$ cat src/shared/anp_defines.svh
`ifndef ANP_DEFINES_SVH
`define ANP_DEFINES_SVH
// Register indices; byte address is four times the index.
`define ANP_IDX_CTRL 6'h00
`define ANP_IDX_STAT 6'h01
`define ANP_IDX_LPAB 6'h05
`define ANP_IDX_EXPN 6'h06
`define ANP_IDX_DSTAT 6'h11
`define ANP_IDX_XCTL 6'h13
// Control register fields.
`define ANP_CTRL_SRST 15
`define ANP_CTRL_EN 12
`define ANP_CTRL_RESTART 9
`define ANP_CTRL_EN_RST 1'b1
// Status register fields.
`define ANP_STAT_DONE 5
`define ANP_STAT_RFLT 4
// Partner ability fields.
`define ANP_LPAB_RFLT 13
`define ANP_LPAB_100HD 7
`define ANP_LPAB_10HD 5
// Expansion fields.
`define ANP_EXPN_PDFLT 4
`define ANP_EXPN_LPCAP 0
// Detailed status fields.
`define ANP_DS_RATE 15
`define ANP_DS_DPLX 14
`define ANP_DS_PM_HI 13
`define ANP_DS_PM_LO 11
`define ANP_DS_DONE 4
`define ANP_DS_NOSIG 3
`define ANP_DS_RFLT 1
`define ANP_DS_LINK 0
// Extended control field.
`define ANP_XCTL_RFLT 13
// Progress codes for the complete state.
`define ANP_PM_DONE_HELD 4'hf
`define ANP_PM_DONE_NOW 4'h8
// Timing.
`define ANP_CLK_NS 4
`define ANP_WAIT_NS 1000000
`endif

$ cat src/shared/anp_pkg.sv
package anp_pkg;
  // Arbitration states; the order is the progress value, except AS_COMPLETE, which shows the complete bit.
  typedef enum logic [2:0] {
    AS_IDLE,
    AS_ABILITY,
    AS_ACK,
    AS_PARALLEL,
    AS_COMPLETE
  } anp_state_type;
  // Avalon-MM request from the master.
  typedef struct packed {
    logic read;
    logic write;
    logic [7:0] address;
    logic [31:0] writedata;
  } anp_av_req_type;
  // Avalon-MM answer to the master.
  typedef struct packed {
    logic [31:0] readdata;
    logic waitrequest;
  } anp_av_rsp_type;
  // Line indications from the receive side and link monitor.
  typedef struct packed {
    logic flp;
    logic nlp;
    logic idle100;
    logic energy;
    logic rx_rfault;
    logic local_fault;
    logic link_up;
    logic cx_done;
    logic cx_100;
    logic cx_full;
  } anp_line_type;
  // Whole block state.
  typedef struct packed {
    anp_state_type st;
    logic [31:0] timer;
    logic ctrl_en;
    logic en_q;
    logic link_q;
    logic lp_cap;
    logic pd_fault;
    logic lp10;
    logic lp100;
    logic complete;
    logic st_rf;
    logic lp_rf;
    logic xc_rf;
    logic nosig;
    logic [3:0] pm;
    logic en10;
    logic en100;
    logic fdx;
    logic tx_rf;
    logic wait_q;
    logic [31:0] rdata;
  } anp_regs_type;
endpackage

$ cat src/anp_autoneg.sv
`timescale 1ns/10ps
`include "anp_defines.svh"
// Notes on behaviour
// RULE1: No FLP answer leads to parallel detection.
// RULE2: NLP or idles clear partner-capable bit.
// RULE3: Parallel detect sets 10 or 100 ability.
// RULE4: Parallel detected partners get half duplex.
// RULE5: Parallel detect sets complete, enables technology.
// RULE6: NLP means 10 only; idles mean 100.
// RULE7: FLP answer sets partner-capable bit.
// RULE8: No receive energy sets no-signal bit.
// RULE9: Several indications: fault, nothing enabled.
// RULE10: Partner remote fault sets three status bits.
// RULE11: Fault during exchange also sets extended bit.
// RULE12: Local fault is sent and recorded.
// RULE13: Negotiation runs at power-up and on request.
// RULE14: Any reset idles machines, clears progress.
// RULE15: Restart idles machines, keeps progress bits.
// RULE16: Progress changes only by read, reset, climb.
// RULE17: Progress updates only to higher values.
// RULE18: After completion only read or reset.
// RULE19: Link failure or restart bit restarts; the code takes the restart bit only in software mode (config_source_pin high).
// RULE20: Software mode enable toggle restarts.
// RULE21: Hardware mode select pin toggle restarts.
// RULE22: Read returns held value, latches present.
module anp_autoneg #(
  parameter int unsigned WAIT_CYCLES = `ANP_WAIT_NS / `ANP_CLK_NS
) (
  // Clock, reset and freeze.
  input wire logic clk,
  input wire logic nrst,
  input wire logic clk_en,
  // Register bus.
  input wire anp_pkg::anp_av_req_type av_req,
  output anp_pkg::anp_av_rsp_type av_rsp,
  // Line side and mode pins.
  input wire anp_pkg::anp_line_type line,
  input wire logic config_source_pin,
  input wire logic negotiation_select_pin,
  // Technology control.
  output logic en_10,
  output logic en_100,
  output logic full_duplex,
  output logic tx_remote_fault
);
  import anp_pkg::*;

  anp_regs_type q;       // Registered state.
  anp_regs_type next_q;  // Next state.
  logic en_now;          // Effective negotiation enable.
  logic restart;         // Restart request this cycle.
  logic soft_rst;        // Software reset this cycle.
  logic pm_read;         // Detailed status read accepted.
  logic [3:0] cur_pm;    // Progress code of the present state.
  logic [1:0] n_ind;     // Count of technology indications.
  logic [5:0] idx;       // Register index of the request.

  assign idx = av_req.address[7:2];
  assign n_ind = 2'(line.flp) + 2'(line.nlp) + 2'(line.idle100);
  // Software mode takes the enable bit, hardware mode the select pin.
  assign en_now = config_source_pin ? q.ctrl_en : negotiation_select_pin;
  // The complete state shows the complete bit with a zero code.
  assign cur_pm = (q.st == AS_COMPLETE) ? `ANP_PM_DONE_NOW : {1'b0, q.st};

  // Outputs come straight from the state flops.
  assign av_rsp.readdata = q.rdata;
  assign av_rsp.waitrequest = q.wait_q;
  assign en_10 = q.en10;
  assign en_100 = q.en100;
  assign full_duplex = q.fdx;
  assign tx_remote_fault = q.tx_rf;

  // Value of every flop after any reset.
  function automatic anp_regs_type rst_val();
    anp_regs_type r;
    r = '0;
    r.st = AS_IDLE;
    r.ctrl_en = `ANP_CTRL_EN_RST;
    r.wait_q = 1'b1;
    return r;
  endfunction

  // Read data for a register index; unmapped ones read zero.
  function automatic logic [31:0] rd_mux(anp_regs_type s, logic [5:0] i, logic lk);
    logic [31:0] d;
    d = 32'h0;
    case (i)
      `ANP_IDX_CTRL: begin
        d[`ANP_CTRL_EN] = s.ctrl_en;
      end
      `ANP_IDX_STAT: begin
        d[`ANP_STAT_DONE] = s.complete;
        d[`ANP_STAT_RFLT] = s.st_rf;
      end
      `ANP_IDX_LPAB: begin
        d[`ANP_LPAB_RFLT] = s.lp_rf;
        d[`ANP_LPAB_100HD] = s.lp100;
        d[`ANP_LPAB_10HD] = s.lp10;
      end
      `ANP_IDX_EXPN: begin
        d[`ANP_EXPN_PDFLT] = s.pd_fault;
        d[`ANP_EXPN_LPCAP] = s.lp_cap;
      end
      `ANP_IDX_DSTAT: begin
        // The held progress value is shown, not the present one.
        d[`ANP_DS_RATE] = s.en100;
        d[`ANP_DS_DPLX] = s.fdx;
        d[`ANP_DS_PM_HI:`ANP_DS_PM_LO] = s.pm[2:0]; // [RULE22]
        d[`ANP_DS_DONE] = s.pm[3];
        d[`ANP_DS_NOSIG] = s.nosig;
        d[`ANP_DS_RFLT] = s.st_rf;
        d[`ANP_DS_LINK] = lk;
      end
      `ANP_IDX_XCTL: begin
        d[`ANP_XCTL_RFLT] = s.xc_rf;
      end
      default: begin
        d = 32'h0;
      end
    endcase
    return d;
  endfunction

  // Next-state logic for bus, arbitration, faults and progress.
  always_comb begin
    next_q = q;
    restart = 1'b0;
    soft_rst = 1'b0;
    pm_read = 1'b0;
    next_q.en_q = en_now;
    next_q.link_q = line.link_up;
    next_q.tx_rf = line.local_fault;
    // Bus slave: one wait cycle, then acceptance with waitrequest low.
    if (q.wait_q) begin
      if (av_req.read || av_req.write) begin
        next_q.wait_q = 1'b0;
        next_q.rdata = rd_mux(q, idx, line.link_up);
      end
    end else begin
      next_q.wait_q = 1'b1;
      if (av_req.write && idx == `ANP_IDX_CTRL) begin
        next_q.ctrl_en = av_req.writedata[`ANP_CTRL_EN];
        soft_rst = av_req.writedata[`ANP_CTRL_SRST];
        // The restart bit is never stored, so it reads back as zero.
        restart = av_req.writedata[`ANP_CTRL_RESTART] & config_source_pin; // [RULE19]
      end
      pm_read = av_req.read && idx == `ANP_IDX_DSTAT;
    end
    // Arbitration state machine.
    case (q.st)
      AS_IDLE: begin
        // Leave idle as soon as negotiation is enabled.
        if (en_now) begin
          next_q.st = AS_ABILITY; // [RULE13]
          next_q.timer = 32'h0;
        end
      end
      AS_ABILITY: begin
        next_q.timer = 32'(q.timer + 32'h1);
        if (line.energy) begin
          next_q.nosig = 1'b0;
        end
        if (n_ind > 2'h1) begin
          // Mixed indications: flag it and enable nothing.
          next_q.pd_fault = 1'b1; // [RULE9]
          next_q.en10 = 1'b0;
          next_q.en100 = 1'b0;
        end else if (line.flp) begin
          // Partner answers with FLP bursts.
          next_q.lp_cap = 1'b1; // [RULE7]
          next_q.st = AS_ACK;
        end else if (line.nlp || line.idle100) begin
          // No FLP answer: classify the partner by what it sends.
          next_q.lp_cap = 1'b0; // [RULE1] [RULE2]
          next_q.lp10 = line.nlp; // [RULE3] [RULE6]
          next_q.lp100 = line.idle100;
          next_q.st = AS_PARALLEL;
        end else if (q.timer >= 32'(WAIT_CYCLES - 1)) begin
          // A whole wait with no energy marks the line as silent.
          next_q.timer = 32'h0;
          next_q.nosig = ~line.energy; // [RULE8]
        end
      end
      AS_ACK: begin
        // Exchange finished; take the resolved technology.
        if (line.cx_done) begin
          next_q.st = AS_COMPLETE;
          next_q.complete = 1'b1;
          next_q.en100 = line.cx_100;
          next_q.en10 = ~line.cx_100;
          next_q.fdx = line.cx_full;
        end
      end
      AS_PARALLEL: begin
        // Parallel detection ends in half duplex only.
        next_q.st = AS_COMPLETE;
        next_q.complete = 1'b1; // [RULE5]
        next_q.en10 = q.lp10;
        next_q.en100 = q.lp100;
        next_q.fdx = 1'b0; // [RULE4]
      end
      AS_COMPLETE: begin
        next_q.st = AS_COMPLETE;
      end
      default: begin
        next_q.st = AS_IDLE;
      end
    endcase
    // Disabling negotiation parks the machine.
    if (!en_now) begin
      next_q.st = AS_IDLE;
    end
    // Link failure and enable toggles restart the machine.
    if (q.st == AS_COMPLETE && q.link_q && !line.link_up) begin
      restart = 1'b1; // [RULE19]
    end
    if (en_now && !q.en_q) begin
      restart = 1'b1; // [RULE20] [RULE21]
    end
    // Restart clears results but keeps the progress bits.
    if (restart) begin
      next_q.st = AS_IDLE; // [RULE15]
      next_q.timer = 32'h0;
      next_q.complete = 1'b0;
      next_q.en10 = 1'b0;
      next_q.en100 = 1'b0;
      next_q.fdx = 1'b0;
      next_q.lp10 = 1'b0;
      next_q.lp100 = 1'b0;
    end
    // Fault sets come after the restart clears, so a restart never loses a set; a software reset still clears it.
    if (line.rx_rfault) begin
      next_q.st_rf = 1'b1; // [RULE10]
      next_q.lp_rf = 1'b1;
      if (q.st == AS_ABILITY || q.st == AS_ACK) begin
        next_q.xc_rf = 1'b1; // [RULE11]
      end
    end
    if (line.local_fault) begin
      next_q.lp_rf = 1'b1; // [RULE12]
      next_q.xc_rf = 1'b1;
    end
    // Progress monitor climbs only upward and freezes at completion.
    if (q.st != AS_COMPLETE && cur_pm > q.pm) begin
      next_q.pm = cur_pm; // [RULE16] [RULE17]
    end
    if (q.st != AS_COMPLETE && next_q.st == AS_COMPLETE) begin
      next_q.pm = `ANP_PM_DONE_HELD; // [RULE18]
    end
    // A read latches the present state whatever its value.
    if (pm_read) begin
      next_q.pm = cur_pm; // [RULE22]
    end
    // Software reset acts like the pin reset.
    if (soft_rst) begin
      next_q = rst_val(); // [RULE14]
    end
  end

  // State register; the clock enable freezes everything except the pin reset.
  always_ff @(posedge clk) begin
    if (!nrst) begin
      q <= rst_val(); // [RULE14]
    end else if (clk_en) begin
      q <= next_q;
    end
  end
endmodule

$ cat config.mk
export PLATFORM = sky130hd
export DESIGN_NAME = anp_autoneg
export DESIGN_NICKNAME = d
export VERILOG_FILES = /design/src/shared/anp_pkg.sv /design/src/anp_autoneg.sv
export VERILOG_INCLUDE_DIRS = /design/src /design/src/shared
export SDC_FILE = /design/constraint.sdc
export NUM_CORES = 1
export LEC_CHECK = 0
export ABC_AREA = 1
export BUFFER_PORTS_ARGS = -buffer_cell sky130_fd_sc_hd__buf_2
export CORE_MARGIN = 3
export CORE_UTILIZATION = 31
export CTS_CLUSTER_SIZE = 24
export DETAILED_ROUTE_END_ITERATION = 8
export SLEW_MARGIN = 10
export SYNTH_ARGS = -nofsm -noshare
export SYNTH_HDL_FRONTEND = slang
export SYNTH_SLANG_ARGS = --single-unit
$ cat constraint.sdc
create_clock -name clk -period 4.95 [get_ports clk]
set_clock_uncertainty 0.05 [all_clocks]
set_input_delay 0.495 -clock clk [delete_from_list [all_inputs] [get_ports clk]]
set_output_delay 0.495 -clock clk [all_outputs]
set_load 0.02 [all_outputs]
==> run summary, run 1 <==
Leakage Power: 0.002084 uW
Kind of critical path: register to register
Antenna Violating Nets Remaining: 0
# resized after CTS: 0
# port buffers: 41
Routed len/inst: 11.58 um
Clk sinks: 67
Worst path required time: 5160 ps
Synth unique cells: 41
DR vias: 4075
Final period utilization: 0.4393
Final wirelength: 10310 um
WP data arrival: 2380 ps
Starting Density: 0.3220
Post-Place Setup Slack: 2466 ps
GR Util All Layers: 0.1354
Reg2reg start: q[86]$_SDFFE_PN0P_
Pins Over Slew Limit: 0
First-pass DRT Iterations: 5
CORE AREA: 13450 um2
Post-detail-place hpwl: 7609 um
Vias in the first global route: 3705
Critical path peak fanout: 7
Cell chain of the critical path: nor2_1 > nand2_1 > inv_1 > ha_1 > a21oi_1 > nand2_1 > nand3_1 > nand2_1 > nor2_1 > nand2_1 > nand2_1 > nand2_1 > a21oi_1
DIE AREA: 15430 um2
Slack of the critical path: 2776 ps
Most frequent cells in the layout: 159 x nand2_1, 102 x nor2_1, 90 x inv_1
Global-route wire length before repair: 17590 um
Worst min-delay path class: primary input to register
Clock buffer depth: 2
Vias per inst: 4.579
Post-CTS Setup Bufs: 0
Hold Path End: q[52]$_SDFFE_PN1P_
Crit-path max cell delay: 470 ps
Hold-fix buffers, CTS: 0
CP most frequent cell: nand2_1
Post-Syn Instances: 684
Worst vdd ir: 0.1342 mV
CTS Buf Count: 9
Initial DRC count: 273
Fillers: 1517
RSZ-0062 raised after global routing: false
Fraction of layout cells with a size suffix above 1: 0.1176
Worst hold path depth: 3
Clk root buf: clkbuf_16
Post-synth EDFFs: 0
Clock H-tree levels: 3
Endpoints failing hold: 0
HP Start: av_req[12]
R2R depth: 13
Clk slew on worst S/H paths: 60 ps
Slew at the pin with the worst max-slew slack: 744.8 ps
Die Width: 124.2 um
Min Tclk post-route: 2174 ps
Synth Area per Inst: 6.333 um2
Finished Layout Cells: 890
Slowest CP cell: dfxtp_1
Max_slew headroom: 0.5029
Synthesis warning total: 0
DP Cell Count: 874
Later-pin clock latency in the skew report: 340 ps
# DRC: 0
Design Area, Final: 4830 um2
Setup_tns: 0 ps
GRT overflow: 0
Run status: finished, final reports clean
Post-Syn Area: 4332 um2
Nets: 772
Startpoint types: register
Routability congestion estimate: 0.8765
Crit. End Element: register
Sequential fraction of the synthesis area: 0.3096
Power Density: 303.4 nW/um2
Synth async-reset ratio: 0
Row count: 42
CTS tree: done
Die Y: 124.2 um
Flop2flop setup slack: 2780 ps
Main synth FF type: dfxtp_1
Overall Power: 1465 uW
Cell Area, Placed: 4481 um2
Commonest non-fill, non-tap cell in the layout: nand2_1
FMAX: 459.9 MHz
Synth Register Bits: 67
Largest net degree at the start of global routing: 31
R2r endpoint: q[38]$_SDFFE_PN0P_
Area Growth Syn to Fin: 11.50%
Final setup viols: 0
# IOs: 94
Initial antenna violation count: 0
Diode count: 0
Max_cap viols: 0
==> layout make-up <==
class                   count  area [um2]  area share
clock buffers               9       225.2     0.04663
clock inverters             7       123.9     0.02565
inverters                  96       367.9     0.07617
multi-input cells         493        2338      0.4842
flip-flops and latches     67        1341      0.2777
well taps                 176       220.2     0.04560
repair buffers             42       212.7     0.04404
==> worst max-delay path, delay by kind of cell (launching register included) <==
kind,cells,cell delay (ps)
buffers and inverters,1,70
and+or+nand+nor,9,930
adders and majority gates,1,290
AOI/OAI and AO/OA,2,280
DFF,1,470
==> through the flow <==
stage                     utilization  hold WS [ps]
after floorplan                     -         386.5
after global placement         0.3331         404.2
after detailed placement       0.3331         405.3
after CTS                      0.3590         354.6
after global routing           0.3590         377.8
final                          0.3590         360.4
==> per-layer routing <==
| layer | track usage | wire length, um |
|---|---|---|
| met1 | 0.1830 | 5068 |
| met3 | 0.03093 | 443 |
| met2 | 0.2118 | 4608 |
| met5 | 0 | 0 |
| met4 | 0.04771 | 185 |
==> worst max path at each step <==
| stage | startpoint | slack [ps] | end |
|---|---|---|---|
| global placement | av_req[38] | 2440 | q[79]$_SDFFE_PN0P_ |
| detailed placement | av_req[38] | 2470 | q[80]$_SDFFE_PN0P_ |
| CTS | av_rsp[0]$_SDFFE_PN1P_ | 2770 | q[60]$_SDFFE_PN0P_ |
| floorplan | line[7] | 3040 | q[59]$_SDFFE_PN0P_ |
| global route | q[86]$_SDFFE_PN0P_ | 2540 | q[39]$_SDFFE_PN0P_ |
| finish | q[86]$_SDFFE_PN0P_ | 2780 | q[38]$_SDFFE_PN0P_ |
==> logic make-up after synthesis <==
logic type | count (synthesis) | synth area share
simple gates | 393 | 0.4142
buf+inv | 144 | 0.1678
compound gates | 73 | 0.09012
flops | 67 | 0.3096
fa+ha+maj | 6 | 0.01733
other cells | 1 | 0.0008657
==> power breakdown <==
part / total, uW / switching, uW / internal (uW) / leakage [uW]
clock: 762 / 265 / 496 / 0.000167
sequential: 559 / 8.50 / 550 / 0.000543
combinational: 145 / 107 / 37.9 / 0.00137
total: 1470 / 380 / 1080 / 0.00208
==> synth_stat cells, types with 4 or more instances <==
cell type | n | area, um2
nand3_1 | 72 | 360.4
o21ai_0 | 13 | 65.06
nand3b_1 | 4 | 30.03
inv_1 | 90 | 337.8
o21ai_1 | 7 | 35.03
buf_1 | 4 | 15.01
nor3_1 | 15 | 75.07
nand2_1 | 159 | 596.8
a21oi_1 | 41 | 205.2
nor2_1 | 102 | 382.9
dfxtp_1 | 67 | 1341
nand4_1 | 16 | 100.1
buf_4 | 35 | 262.8
ha_1 | 6 | 75.07
nand2_2 | 6 | 37.54
nor2_2 | 4 | 25.02
buf_6 | 4 | 45.04
==> registers in the layout, indices dropped and copies added, names as in the netlist <==
signal	flops
av_rsp	12
en_100	1
tx_remote_fault	1
full_duplex	1
en_10	1
q	51
Note: power is estimated with default switching activity, not from simulation.
==> run 2, diff against run 1 <==
clock period = 1.95 ns   (was 4.95 ns; I/O delays follow)
==> run summary, run 2 (synthesis gave the netlist of run 1 again) <==
Critical path buffer and inverter count: 1 (unchanged)
Vias per inst: 4.536 (was 4.579)
Routability congestion estimate: 0.8614 (was 0.8765)
Row count: 42 (unchanged)
Most flops, register: q (unchanged)
# DRC: 0 (unchanged)
Final wirelength: 10600 um (was 10310 um)
Final setup viols: 0 (unchanged)
First-pass DRT Iterations: 4 (was 5)
Overall Power: 3555 uW (was 1465 uW)
Die Y: 124.2 um (unchanged)
Clock buffer depth: 2 (unchanged)
CORE AREA: 13450 um2 (unchanged)
Routed len/inst: 11.54 um (was 11.58 um)
Starting Density: 0.3220 (unchanged)
Worst path required time: 2170 ps (was 5160 ps)
Most frequent cells in the layout: 156 x nand2_1, 97 x nor2_1, 89 x inv_1 (was 159 x nand2_1, 102 x nor2_1, 90 x inv_1)
Slowest CP cell: dfxtp_2 (was dfxtp_1)
Crit-path max cell delay: 330 ps (was 470 ps)
Min Tclk post-route: 1795 ps (was 2174 ps)
Vias in the first global route: 3778 (was 3705)
Final core utilization: 0.3772 (was 0.3590)
# IOs: 94 (unchanged)
Nets: 800 (was 772)
DR vias: 4164 (was 4075)
Initial DRC count: 304 (was 273)
Pins Over Slew Limit: 0 (unchanged)
Clk slew on worst S/H paths: 60 ps (about the same)
Clk sinks: 67 (unchanged)
Crit. End Element: register (unchanged)
DP Cell Count: 900 (was 874)
Max FFs per register: 51 (unchanged)
Area Growth Syn to Fin: 17.16% (was 11.50%)
CTS Buf Count: 9 (unchanged)
Clock H-tree levels: 3 (unchanged)
Initial antenna violation count: 0 (unchanged)
Endpoints failing hold: 0 (unchanged)
Leakage Power: 0.002217 uW (was 0.002084 uW)
# port buffers: 41 (unchanged)
Max_cap viols: 0 (unchanged)
Global-route wire length before repair: 17750 um (was 17590 um)
Critical path peak fanout: 4 (was 7)
CP most frequent cell: nand2_1 (unchanged)
DIE AREA: 15430 um2 (unchanged)
Crit path max-delay family: simple AND/OR/NAND/NOR gates (unchanged)
Startpoint types: register (unchanged)
GRT overflow: 0 (unchanged)
Die Width: 124.2 um (unchanged)
GR Util All Layers: 0.1366 (was 0.1354)
Largest net degree at the start of global routing: 26 (was 31)
FMAX: 557.2 MHz (was 459.9 MHz)
Fraction of layout cells with a size suffix above 1: 0.1725 (was 0.1176)
CTS tree: done (unchanged)
Final period utilization: 0.9203 (was 0.4393)
Antenna Violating Nets Remaining: 0 (unchanged)
Cell chain of the critical path: nor2_4 > nand2_2 > inv_1 > ha_1 > a21oi_1 > nand2_1 > nand3_1 > nand2_1 > nor2_2 > nand2_1 > nand2_2 > nand2_1 > a21oi_1 (was nor2_1 > nand2_1 > inv_1 > ha_1 > a21oi_1 > nand2_1 > nand3_1 > nand2_1 > nor2_1 > nand2_1 > nand2_1 > nand2_1 > a21oi_1)
Worst min-delay path class: primary input to register (unchanged)
Power Density: 700.5 nW/um2 (was 303.4 nW/um2)
Hold-fix buffers, CTS: 0 (unchanged)
Post-detail-place hpwl: 7938 um (was 7609 um)
Commonest non-fill, non-tap cell in the layout: nand2_1 (unchanged)
WP data arrival: 2010 ps (was 2380 ps)
Finished Layout Cells: 918 (was 890)
Diode count: 0 (unchanged)
Clk root buf: clkbuf_16 (unchanged)
Later-pin clock latency in the skew report: 340 ps (about the same)
Kind of critical path: register to register (unchanged)
Worst vdd ir: 0.4834 mV (was 0.1342 mV)
Run status: finished, final reports clean (unchanged)
[run 2: cell types whose count changed in the layout (fill, tap and decap cells not counted), moves of 3 or more]
cell	previous run	this run
nor2_2	4	8
clkbuf_8	0	3
dfxtp_2	0	3
nand2_2	6	9
nor2_1	102	97
dfxtp_1	67	64
nand2_1	159	156
buf_4	1	28
[run 2: path summary, 6_finish.rpt]
path	start	to	slack [ps]	cells after the start
setup / recovery	q[86]$_SDFFE_PN0P_	q[37]$_SDFFE_PN0P_	160	13
hold / removal	av_req[12]	q[52]$_SDFFE_PN1P_	60	3
setup reg to reg	q[86]$_SDFFE_PN0P_	q[37]$_SDFFE_PN0P_	160	13
hold reg to reg	q[40]$_SDFFE_PN0P_	q[40]$_SDFFE_PN0P_	410	2
[run 2: routing by layer]
layer / GRT usage / up-vias / share of wire
li1: - / 2235 / -
met1: 0.1801 / 1839 / 0.48
met2: 0.2214 / 78 / 0.46
met3: 0.03479 / 12 / 0.048
met4: 0.03868 / 0 / 0.013
met5: 0 / - / 0
[run 2: tightest hold or removal path, stage by stage]
cell and delay, ps:
buf_2 70, nor2_1 30, o21ai_0 120
[run 2: metrics by stage]
step | TNS [ps] | worst slack (ps) | hold slack (ps) | area (um2)
5_1_grt | -84.83 | -34.98 | 72.46 | 5075
2_1_floorplan | 0 | 137.5 | 288.9 | 4407
3_3_place_gp | 0 | 36.60 | 401.5 | 4688
3_5_place_dp | 0 | 14.27 | 402.6 | 4688
4_1_cts | 0 | 44.39 | 56.98 | 5002
6_report | 0 | 155.4 | 63.47 | 5075
[run 2: cell type report]
type	instances	area, um2
Timing Repair Buffer	70	435.4
Clock buffer	12	266.5
Clock inverter	4	47.55
Inverter	96	367.9
Tap cell	176	220.2
Multi-Input combinational cell	493	2392
Fill cell	1506	8378
Sequential cell	67	1345
[run 2: repair_timing]
| item | 4_1_cts | 5_1_grt |
|---|---|---|
| setup buffers | 0 | 2 |
| setup endpoints to repair | 0 | 32 |
| gates resized for setup | 0 | 18 |
[run 2: report_power, final]
| group | total, uW | switching, uW | internal [uW] |
|---|---|---|---|
| logic | 417 | 286 | 131 |
| registers | 1420 | 19.2 | 1400 |
| clock network | 1720 | 631 | 1090 |
